==> config.mk <==
export PLATFORM = sky130hd
export DESIGN_NAME = acb_config
export DESIGN_NICKNAME = d
export VERILOG_FILES = /design/src/acb_pkg.sv /design/src/acb_map_if.sv /design/src/acb_config.sv /design/src/acb_window_dec.sv
export SDC_FILE = /design/constraint.sdc
export NUM_CORES = 1
export LEC_CHECK = 0
export ABC_AREA = 1
export BUFFER_PORTS_ARGS = -buffer_cell sky130_fd_sc_hd__buf_4
export CORE_MARGIN = 2
export CORE_UTILIZATION = 40
export DETAILED_ROUTE_END_ITERATION = 8
export PLACE_DENSITY_LB_ADDON = 0.12
export RECOVER_POWER = 100
export SLEW_MARGIN = 20
export SYNTH_ARGS = -nofsm -noshare
export SYNTH_HDL_FRONTEND = slang
export SYNTH_SLANG_ARGS = --single-unit
==> constraint.sdc <==
create_clock -name core_clk -period 2 [get_ports core_clk]
set_input_delay 0.1 -clock core_clk [delete_from_list [all_inputs] [get_ports core_clk]]
set_output_delay 0.1 -clock core_clk [all_outputs]
set_load 0.01 [all_outputs]
==> src/acb_pkg.sv <==
// constants for the adapter configuration and bank select block
package acb_pkg;
    // ------------------------------------------------------------------
    // register offsets within the gate array io space
    // ------------------------------------------------------------------
    localparam logic [11:0] OFF_WINDOW_CFG = 12'h404;
    localparam logic [11:0] OFF_ARRAY_CFG = 12'h405;
    // ------------------------------------------------------------------
    // array_configuration field positions and reset value
    // ------------------------------------------------------------------
    localparam int CFG_LAN_MASK = 7;
    localparam int CFG_TC_MASK = 6;
    localparam int CFG_ZERO_WS = 5;
    localparam int CFG_TEST = 4;
    localparam int CFG_MAP_EN = 3;
    localparam int CFG_BANK_HI = 2;
    localparam int CFG_BANK_LO = 0;
    localparam logic [7:0] ARRAY_CFG_RST = 8'h00;
    // ------------------------------------------------------------------
    // memory_window_config layout: one-hot window in bits 7 to 4
    // ------------------------------------------------------------------
    localparam int WIN_LSB = 4;
    localparam logic [3:0] WIN_LOW_ZERO = 4'h0;
    localparam logic [3:0] WINDOW_RST = 4'h0;
    // window index inside the one-hot field
    localparam int WIN_DC = 3;
    localparam int WIN_D8 = 2;
    localparam int WIN_CC = 1;
    localparam int WIN_C8 = 0;
    // host address bits 19 to 13 of each 8k window
    localparam logic [6:0] BASE_DC = 7'h6E;
    localparam logic [6:0] BASE_D8 = 7'h6C;
    localparam logic [6:0] BASE_CC = 7'h66;
    localparam logic [6:0] BASE_C8 = 7'h64;
endpackage

==> src/acb_map_if.sv <==
// carrier between configuration core and window decoder
`timescale 1ns/1ps
interface acb_map_if;
    logic [19:0] host_addr;
    logic [3:0] window;
    logic map_en;
    logic [2:0] bank;
    logic hit;
    logic [15:0] local_addr;
    modport core (
        output host_addr,
        output window,
        output map_en,
        output bank,
        input hit,
        input local_addr
    );
    modport dec (
        input host_addr,
        input window,
        input map_en,
        input bank,
        output hit,
        output local_addr
    );
endinterface

==> src/acb_config.sv <==
// configuration registers and bank select of the bus gate array
`timescale 1ns/1ps
module acb_config (
    input wire logic core_clk,
    input wire logic arst_n,
    input wire logic [3:0] memory_jumper,
    input wire logic io_sel,
    input wire logic [11:0] io_off,
    input wire logic io_rd,
    input wire logic io_wr,
    input wire logic [7:0] io_wdata,
    output logic [7:0] io_rdata,
    output logic io_rdata_oe,
    output logic zero_ws,
    input wire logic [19:0] mem_addr,
    input wire logic mem_rd,
    input wire logic mem_wr,
    input wire logic [19:0] vec_ptr,
    output logic buf_sel,
    output logic [15:0] buf_addr,
    input wire logic lan_irq_in,
    output logic lan_irq_out,
    input wire logic dma_active,
    input wire logic tc_pulse,
    input wire logic dma_irq_clr,
    output logic dma_irq,
    output logic test_rate_en
);
    // ------------------------------------------------------------------
    // state
    // ------------------------------------------------------------------
    logic [7:0] cfg_r, cfg_nxt;
    logic [3:0] win_r, win_nxt;
    logic cap_done_r, cap_done_nxt;
    logic dma_irq_r, dma_irq_nxt;
    logic [7:0] rdata_r, rdata_nxt;
    logic oe_r, oe_nxt;
    logic buf_sel_r, buf_sel_nxt;
    logic [15:0] buf_addr_r, buf_addr_nxt;
    logic hit_win, hit_cfg, vec_hit;

    acb_map_if m ();

    assign m.host_addr = mem_addr;
    assign m.window = win_r;
    assign m.map_en = cfg_r[acb_pkg::CFG_MAP_EN];
    assign m.bank = cfg_r[acb_pkg::CFG_BANK_HI:acb_pkg::CFG_BANK_LO];

    acb_window_dec acb_window_dec_i (
        .m(m.dec)
    );

    // ------------------------------------------------------------------
    // io decode and combinational outputs
    // ------------------------------------------------------------------
    assign hit_win = io_sel && io_off == acb_pkg::OFF_WINDOW_CFG;
    assign hit_cfg = io_sel && io_off == acb_pkg::OFF_ARRAY_CFG;
    assign vec_hit = mem_rd && mem_addr == vec_ptr;
    assign zero_ws = cfg_r[acb_pkg::CFG_ZERO_WS] && (io_rd || io_wr) &&
                     (hit_win || hit_cfg);
    assign lan_irq_out = lan_irq_in &&
                         !cfg_r[acb_pkg::CFG_LAN_MASK];
    assign test_rate_en = cfg_r[acb_pkg::CFG_TEST];
    assign io_rdata = rdata_r;
    assign io_rdata_oe = oe_r;
    assign dma_irq = dma_irq_r;
    assign buf_sel = buf_sel_r;
    assign buf_addr = buf_addr_r;

    // ------------------------------------------------------------------
    // next state
    // ------------------------------------------------------------------
    always_comb begin
        cfg_nxt = cfg_r;
        win_nxt = win_r;
        cap_done_nxt = 1'b1;
        dma_irq_nxt = dma_irq_r;
        rdata_nxt = 8'h00;
        oe_nxt = io_rd && (hit_win || hit_cfg);
        if (!cap_done_r) begin
            win_nxt = memory_jumper;
        end
        if (io_wr && hit_cfg) begin
            cfg_nxt = io_wdata;
        end
        if (vec_hit) begin
            cfg_nxt[acb_pkg::CFG_MAP_EN] = 1'b0;
        end
        if (dma_irq_clr) begin
            dma_irq_nxt = 1'b0;
        end
        if (tc_pulse && dma_active && !cfg_r[acb_pkg::CFG_TC_MASK]) begin
            dma_irq_nxt = 1'b1;
        end
        if (io_rd && hit_win) begin
            rdata_nxt = {win_r, acb_pkg::WIN_LOW_ZERO};
        end else if (io_rd && hit_cfg) begin
            rdata_nxt = cfg_r;
        end
        buf_sel_nxt = m.hit && (mem_rd || mem_wr);
        buf_addr_nxt = m.local_addr;
    end

    // ------------------------------------------------------------------
    // registers
    // ------------------------------------------------------------------
    always_ff @(posedge core_clk or negedge arst_n) begin
        if (!arst_n) begin
            cfg_r <= acb_pkg::ARRAY_CFG_RST;
            win_r <= acb_pkg::WINDOW_RST;
            cap_done_r <= 1'b0;
            dma_irq_r <= 1'b0;
            rdata_r <= 8'h00;
            oe_r <= 1'b0;
            buf_sel_r <= 1'b0;
            buf_addr_r <= 16'h0000;
        end else begin
            cfg_r <= cfg_nxt;
            win_r <= win_nxt;
            cap_done_r <= cap_done_nxt;
            dma_irq_r <= dma_irq_nxt;
            rdata_r <= rdata_nxt;
            oe_r <= oe_nxt;
            buf_sel_r <= buf_sel_nxt;
            buf_addr_r <= buf_addr_nxt;
        end
    end

    // ------------------------------------------------------------------
    // checks
    // ------------------------------------------------------------------
    chk_window_frozen: assert property (
        @(posedge core_clk) disable iff (!arst_n)
        cap_done_r |=> win_r == $past(win_r))
        else $error("window config changed after capture");

    chk_window_read: assert property (
        @(posedge core_clk) disable iff (!arst_n)
        io_rd && hit_win |=> io_rdata_oe && io_rdata[3:0] == 4'h0 &&
            io_rdata[7:4] == $past(win_r))
        else $error("window config read wrong");

    chk_lan_gate: assert property (
        @(posedge core_clk) disable iff (!arst_n)
        lan_irq_out == (lan_irq_in && !cfg_r[acb_pkg::CFG_LAN_MASK]))
        else $error("lan interrupt gating wrong");

    chk_tc_sets: assert property (
        @(posedge core_clk) disable iff (!arst_n)
        tc_pulse && dma_active && !cfg_r[acb_pkg::CFG_TC_MASK]
            |=> dma_irq)
        else $error("terminal count lost");

    chk_tc_masked: assert property (
        @(posedge core_clk) disable iff (!arst_n)
        !dma_irq && cfg_r[acb_pkg::CFG_TC_MASK] |=> !dma_irq)
        else $error("masked completion interrupt set");

    chk_zero_wait: assert property (
        @(posedge core_clk) disable iff (!arst_n)
        zero_ws |-> cfg_r[acb_pkg::CFG_ZERO_WS] && io_sel)
        else $error("zero wait outside own io");

    chk_map_off: assert property (
        @(posedge core_clk) disable iff (!arst_n)
        !cfg_r[acb_pkg::CFG_MAP_EN] |=> !buf_sel && buf_addr == 16'h0000)
        else $error("buffer mapped while mapping off");

    chk_bank_lines: assert property (
        @(posedge core_clk) disable iff (!arst_n)
        buf_sel |-> buf_addr[15:13] == $past(cfg_r[2:0]) &&
            buf_addr[12:0] == $past(mem_addr[12:0]))
        else $error("bank lines wrong");

    chk_vec_clear: assert property (
        @(posedge core_clk) disable iff (!arst_n)
        vec_hit |=> !cfg_r[acb_pkg::CFG_MAP_EN])
        else $error("vector match left mapping on");

    chk_cfg_readback: assert property (
        @(posedge core_clk) disable iff (!arst_n)
        io_wr && hit_cfg && !vec_hit ##1 io_rd && hit_cfg && !io_wr
            |=> io_rdata == $past(io_wdata, 2))
        else $error("config readback wrong");

    chk_cfg_write: assert property (
        @(posedge core_clk) disable iff (!arst_n)
        io_wr && hit_cfg && !vec_hit |=> cfg_r == $past(io_wdata))
        else $error("config write lost");

    chk_read_oe: assert property (
        @(posedge core_clk) disable iff (!arst_n)
        !(io_rd && (hit_win || hit_cfg)) |=> !io_rdata_oe &&
            io_rdata == 8'h00)
        else $error("read data driven without register read");

    // decoder-independent view of one window
    chk_window_hit: assert property (
        @(posedge core_clk) disable iff (!arst_n)
        (mem_rd || mem_wr) && cfg_r[acb_pkg::CFG_MAP_EN] &&
            win_r[acb_pkg::WIN_DC] && mem_addr[19:13] == acb_pkg::BASE_DC
            |=> buf_sel)
        else $error("window cycle not mapped");

    chk_dma_clear: assert property (
        @(posedge core_clk) disable iff (!arst_n)
        dma_irq_clr && !tc_pulse |=> !dma_irq)
        else $error("completion interrupt not cleared");
endmodule // acb_config

==> src/acb_window_dec.sv <==
// host memory window decoder and bank address former
`timescale 1ns/1ps
module acb_window_dec (
    acb_map_if.dec m
);
    // ------------------------------------------------------------------
    // window match
    // ------------------------------------------------------------------
    function automatic logic win_match(input logic [3:0] win,
                                       input logic [6:0] a);
        win_match = (win[acb_pkg::WIN_DC] && a == acb_pkg::BASE_DC) ||
                    (win[acb_pkg::WIN_D8] && a == acb_pkg::BASE_D8) ||
                    (win[acb_pkg::WIN_CC] && a == acb_pkg::BASE_CC) ||
                    (win[acb_pkg::WIN_C8] && a == acb_pkg::BASE_C8);
    endfunction

    always_comb begin
        // bank lines are ignored while mapping is off
        m.hit = m.map_en && win_match(m.window, m.host_addr[19:13]);
        if (m.hit) begin
            m.local_addr = {m.bank, m.host_addr[12:0]};
        end else begin
            m.local_addr = 16'h0000;
        end
    end
endmodule // acb_window_dec

# == Word-level counts from Yosys, hierarchy flattened ==
# Cells that the tools add are included.
# classes
eq_ne,7
muxes,7
n_reduce_logical,28
# op_table
op,count
== test 7 bit (second input constant),4
== test 12 x 11 -> 1 bit (second input constant),2
== test 20 bit,1
logical AND 1 bit,18
2-to-1 mux 16 bit,1
2-to-1 mux 8 bit,2
logical OR 1 bit,6
2-to-1 mux 4 bit,1
nonzero test 2 bit,2
2-to-1 mux 1 bit,3
zero test 1 bit,2
# totals
regBits,40
input_bits,75
output_inout_bits,30
word_cells,51

# == Logic depth before layout (Yosys ltp) ==
# logic_depth
depth_word,7
mapped_depth,9
depth_no_buf,9

# == Modules after synthesis ==
# A second synthesis with hierarchy kept.
# unflattened
hier_cells,277
area_unflattened_um2,2117.0
# by_module_without_submodules
module,n_inst,cells_per_inst,area_each_um2,seq_area_each_um2
acb_config,1,227,1873.0,1001.0
acb_window_dec,1,50,244.0,0.0

# == Least setup slack after synthesis ==
# Ideal clock, no wire load.
# synth_path
path_type,register -> register
from,register cfg_r[3]
to,"register buf_addr_r[0], in the netlist buf_addr[0]"
setup_time_ns,0.072
arrival_ns,0.968
t_required_ns,1.928
setup_slack_ns,0.961
stages_incl_launch_ff,6
path_buffers,1
synth_period_minus_slack_ns,1.039
cell_sequence,dfrtp_1 -> nand4_1 -> nor3_2 -> nand3_2 -> buf_2 -> nor2_1
# synth_via
elab_chain_cells,2
# synth_rtl
element,line_no,text
from (decl),acb_config.sv:32,"logic [7:0] cfg_r, cfg_nxt;"
from (signal assigned),acb_config.sv:109,cfg_r <= acb_pkg::ARRAY_CFG_RST;
from (signal assigned),acb_config.sv:118,cfg_r <= cfg_nxt;
logical AND 1 bit,acb_window_dec.sv:19,"m.hit = m.map_en && win_match(m.window, m.host_addr[19:13]);"
2-to-1 mux 16 bit,acb_window_dec.sv:20,if (m.hit) begin
via acb_window_dec_i.m.local_addr[0],acb_map_if.sv:24,output local_addr
to (signal assigned),acb_config.sv:125,buf_addr_r <= buf_addr_nxt;
to (decl),acb_config.sv:39,"logic [15:0] buf_addr_r, buf_addr_nxt;"
# The timed path passes the listed nets, and every way through them passes these cells.
# A chain may end at the register's enable or synchronous reset.

# == Worst setup path in the final report ==
# layout_path
from,register cfg_r[3]
to,"register buf_addr_r[12], in the netlist buf_addr[12]"
# The elaborated chain is that of the path after synthesis.

==> results.txt <==
The startpoint kind of the worst setup timing path is a flop. The largest net degree at the start of global routing is ~40. The later pin in the worst-skew pair is clocked with a latency of between 0.2 and 0.3 ns. The worst-case register-to-register setup slack is between 0.4 and 0.5 ns.

By area the synthesized netlist is led by sky130_fd_sc_hd__dfrtp_1, sky130_fd_sc_hd__nand2_1, sky130_fd_sc_hd__inv_1, sky130_fd_sc_hd__nor2_1, sky130_fd_sc_hd__o21ai_2. The x dimension of the die is 74.70 um. The critical path is of the flop to flop type.

The worst setup path is captured at a flop. Global routing consumed, on the met2 layer, around 30% of the routing resources. The post-cts sizing count is 0.

The length in cells of the worst reg-to-reg path came out at 4. The global-route congestion overflow total is 0. In this run the critical register-to-register path is launched from cfg_r[3]. The cell area after synthesis is roughly 2000 um2. The detailed placement HPWL is 3650 um. The most utilized layer in the global route result is met2.

The initial utilization of the core area, before any placement, comes to a little over two fifths. Buffers inserted during clock tree synthesis total 5. The region available for standard cell placement spans between 4000 and 5000 um2. The cell row count is 25. The number of cells produced by synthesis is 257. The via count of the first global-routing pass is 1,779. The post-detailed-route wirelength per cell came out at approximately 11 um. Setup violations remaining at the end of the flow were counted as 0. The most area-hungry cell type in the Yosys netlist is sky130_fd_sc_hd__dfrtp_1. The number of max-slew violations in the final report came out at 0.

In this run the remaining antenna-violating nets after routing total 0. The met3 usage in global routing is under 10%. Setup slack on the critical path of the routed design comes to 0.4439 ns.

The number of max-capacitance violations reported is 0. The slowest stage of the critical path is the sky130_fd_sc_hd__nand3_1 cell. The clock net sink count is 40.

The tree is rooted in a sky130_fd_sc_hd__clkbuf_8. The signal on the critical path passes through nand4_1 -> nor3_2 -> nand3_1 -> nor2_1. The proportion of synthesized chip area in sequential cells came out at 50.06%. In this run the worst hold path is classified as primary input to flop.

At the end of the flow, the number of nets in the layout was 443. The global-route wire length before repair is ~7600 um. 0 antenna diodes ended up in the layout. The number of warnings printed during yosys synthesis is 0. The global-route track usage on met1 came out at between 20% and 30%. The number of vias per cell is 4.245. The final routed wirelength across all metal layers is roughly 4600 um.

The number of DRC markers in iteration 0 came out at 64. In the final layout, the share of cells above drive strength 1 is 24.93%. The detailed-route DRC error count is 0. The setup fix buffers added after clock tree synthesis is 0. The count of endpoints failing hold in the final timing report came out at 0. On the final layout, the worst clock skew is 0.005713 ns. The worst path arrival time is about 1.8 ns.

In this run the worst setup path begins at cfg_r[3]. The endpoint identified for the worst register-to-register timing path is buf_addr[12]. The total of hold buffers inserted after clock tree synthesis came out at 2.

The stage delay of the slowest cell on the critical path is approximately 0.52 ns. Before CTS, the worst setup slack after placement is around 0.66 ns. The synthesized design devotes to its leading area cell type approximately half of total area. The H-tree was split into 2 levels.

During placement, the flow inserted port buffers numbering approximately 100. In this run the deepest clock path goes through 2 buffers. The number of synthesized register bits is 40. The worst-margin pin slew is slightly below 1 ns. The floorplan die area came out at between 5000 and 6000 um2. Static timing analysis puts the maximum clock frequency at about 640 MHz. The run finished with clean final reports.

At the worst endpoint, the required time is approximately 2.2 ns. The global-route total usage across every layer came out at about 18%. TritonCTS built the clock tree. The power density normalized to cell area is between 500 and 600 nW/um2.

The number of nets in the synthesized netlist is 332. The routability congestion estimate came out at roughly 0.74. The number of distinct library cells after synthesis came out at 20. The synthesis-to-layout area growth is 39.24%. Setup repair after global routing left no endpoint under its margin. The I/O pin count came out at around 110.

The clock period minus final worst setup slack came out at approximately 1.6 ns. The number of iterations in the first detailed-routing pass is 4. The per-instance average area after synthesis came out at about 7.8 um2. The part of the cycle the worst path needs came out at slightly below 80%. The number of antenna violations at the first check in global routing is 0. The most critical setup path has its endpoint at buf_addr[12]. Measured against its own limit, the worst slew margin works out to roughly 36%. The clock edge transition at the registers on the reported setup and hold paths is 0.07 ns. Total power for the finished layout comes to roughly 1.6 mW. The worst-case IR drop observed on VDD is 0.3427 mV.

The total negative slack for setup checks is 0 ns. The maximum net fanout on the critical path came out at 17. The total via count after detailed routing came out at 1,851. The leakage power summed over all cells is around 1.6 nW. The floorplan step set the die height to about 75 um.
[layout by cell type, fill, tap and decap left out, types with 4 or more instances in the layout]
| master | n |
|---|---|
| sky130_fd_sc_hd__inv_1 | 57 |
| sky130_fd_sc_hd__dfrtp_1 | 40 |
| sky130_fd_sc_hd__clkbuf_8 | 6 |
| sky130_fd_sc_hd__nand3_1 | 14 |
| sky130_fd_sc_hd__nand2_1 | 77 |
| sky130_fd_sc_hd__mux2_2 | 4 |
| sky130_fd_sc_hd__o21ai_0 | 10 |
| sky130_fd_sc_hd__buf_4 | 72 |
| sky130_fd_sc_hd__clkbuf_1 | 32 |
| sky130_fd_sc_hd__nor2_1 | 40 |
[area by class of cell]
class | count | area [um2]
flip-flops and latches | 40 | 1001
fillers | 489 | 2002
clock buffers | 8 | 90.09
multi-input cells | 158 | 709.4
inverters | 57 | 214.0
well taps | 67 | 83.83
repair buffers | 106 | 685.7
[registers in the layout, summed over array words and instances (netlist names)]
name / count
buf_addr: 16
buf_sel: 1
cap_done_r: 1
cfg_r: 8
dma_irq: 1
io_rdata: 8
io_rdata_oe: 1
m.window: 4
[report_power, final]
part / switching (mW) / internal, mW
Sequential: 0.00960 / 0.820
Clock: 0.261 / 0.281
Combinational: 0.102 / 0.134
Total: 0.373 / 1.24
[cells in the mapped netlist]
| cell | instances |
|---|---|
| sky130_fd_sc_hd__conb_1 | 1 |
| sky130_fd_sc_hd__nand3_2 | 2 |
| sky130_fd_sc_hd__nand2_1 | 77 |
| sky130_fd_sc_hd__buf_2 | 1 |
| sky130_fd_sc_hd__nor2_4 | 1 |
| sky130_fd_sc_hd__inv_1 | 57 |
| sky130_fd_sc_hd__dfrtp_1 | 40 |
| sky130_fd_sc_hd__nor3_4 | 1 |
| sky130_fd_sc_hd__nand2_4 | 2 |
| sky130_fd_sc_hd__nor2_1 | 39 |
| sky130_fd_sc_hd__nor3_2 | 1 |
| sky130_fd_sc_hd__o21ai_2 | 8 |
| sky130_fd_sc_hd__buf_6 | 1 |
| sky130_fd_sc_hd__mux2_2 | 4 |
| sky130_fd_sc_hd__nor2_8 | 1 |
| sky130_fd_sc_hd__xnor2_1 | 1 |
| sky130_fd_sc_hd__nand4_1 | 2 |
| sky130_fd_sc_hd__nand3_1 | 13 |
| sky130_fd_sc_hd__o21ai_0 | 3 |
| sky130_fd_sc_hd__or2_2 | 2 |
[metrics by stage]
step                std cells  hold slack [ns]  cell area [um2]  utilization [%]
floorplan                 257          -0.1956             1999                -
global placement          426           0.1072             2848            59.50
detailed placement        426           0.1087             2848            59.50
CTS                       436          0.03415             2958            61.80
global route              436          0.03479             2784            58.17
finish                    436          0.03860             2784            58.17
[critical path, delay by kind of cell, from the launching register on]
family,cells,cell delay [ns]
simple gates,4,1.07
flops,1,0.38
[logic make-up (layout without fill, tap and decap cells)]
kind of cell    after synthesis  after routing  synth area share (%)
xor+xnor                      1              1                0.4381
buf+inv                      59            171                 11.51
compound gates               11             11                 4.255
flops                        40             40                 50.06
simple gates                141            141                 31.29
other cells                   1              1                0.1876
mux                           4              4                 2.253
[worst min path at each step]
stage,startpoint,cells past startpoint,endpoint
after floorplan,arst_n,0,buf_addr[0]
final,mem_addr[0],3,buf_addr[0]
after detailed placement,arst_n,1,cfg_r[1]
after CTS,mem_addr[0],3,buf_addr[0]
after global placement,arst_n,1,io_rdata[1]
after global routing,memory_jumper[2],2,m.window[2]
[per-layer routing]
| metal | wire length [um] | vias up |
|---|---|---|
| met3 | 275 | 6 |
| met5 | 0 | - |
| met1 | 2023 | 813 |
| met2 | 2257 | 61 |
| met4 | 49 | 0 |
| li1 | - | 971 |
Note: power is estimated with default switching activity, not from simulation.
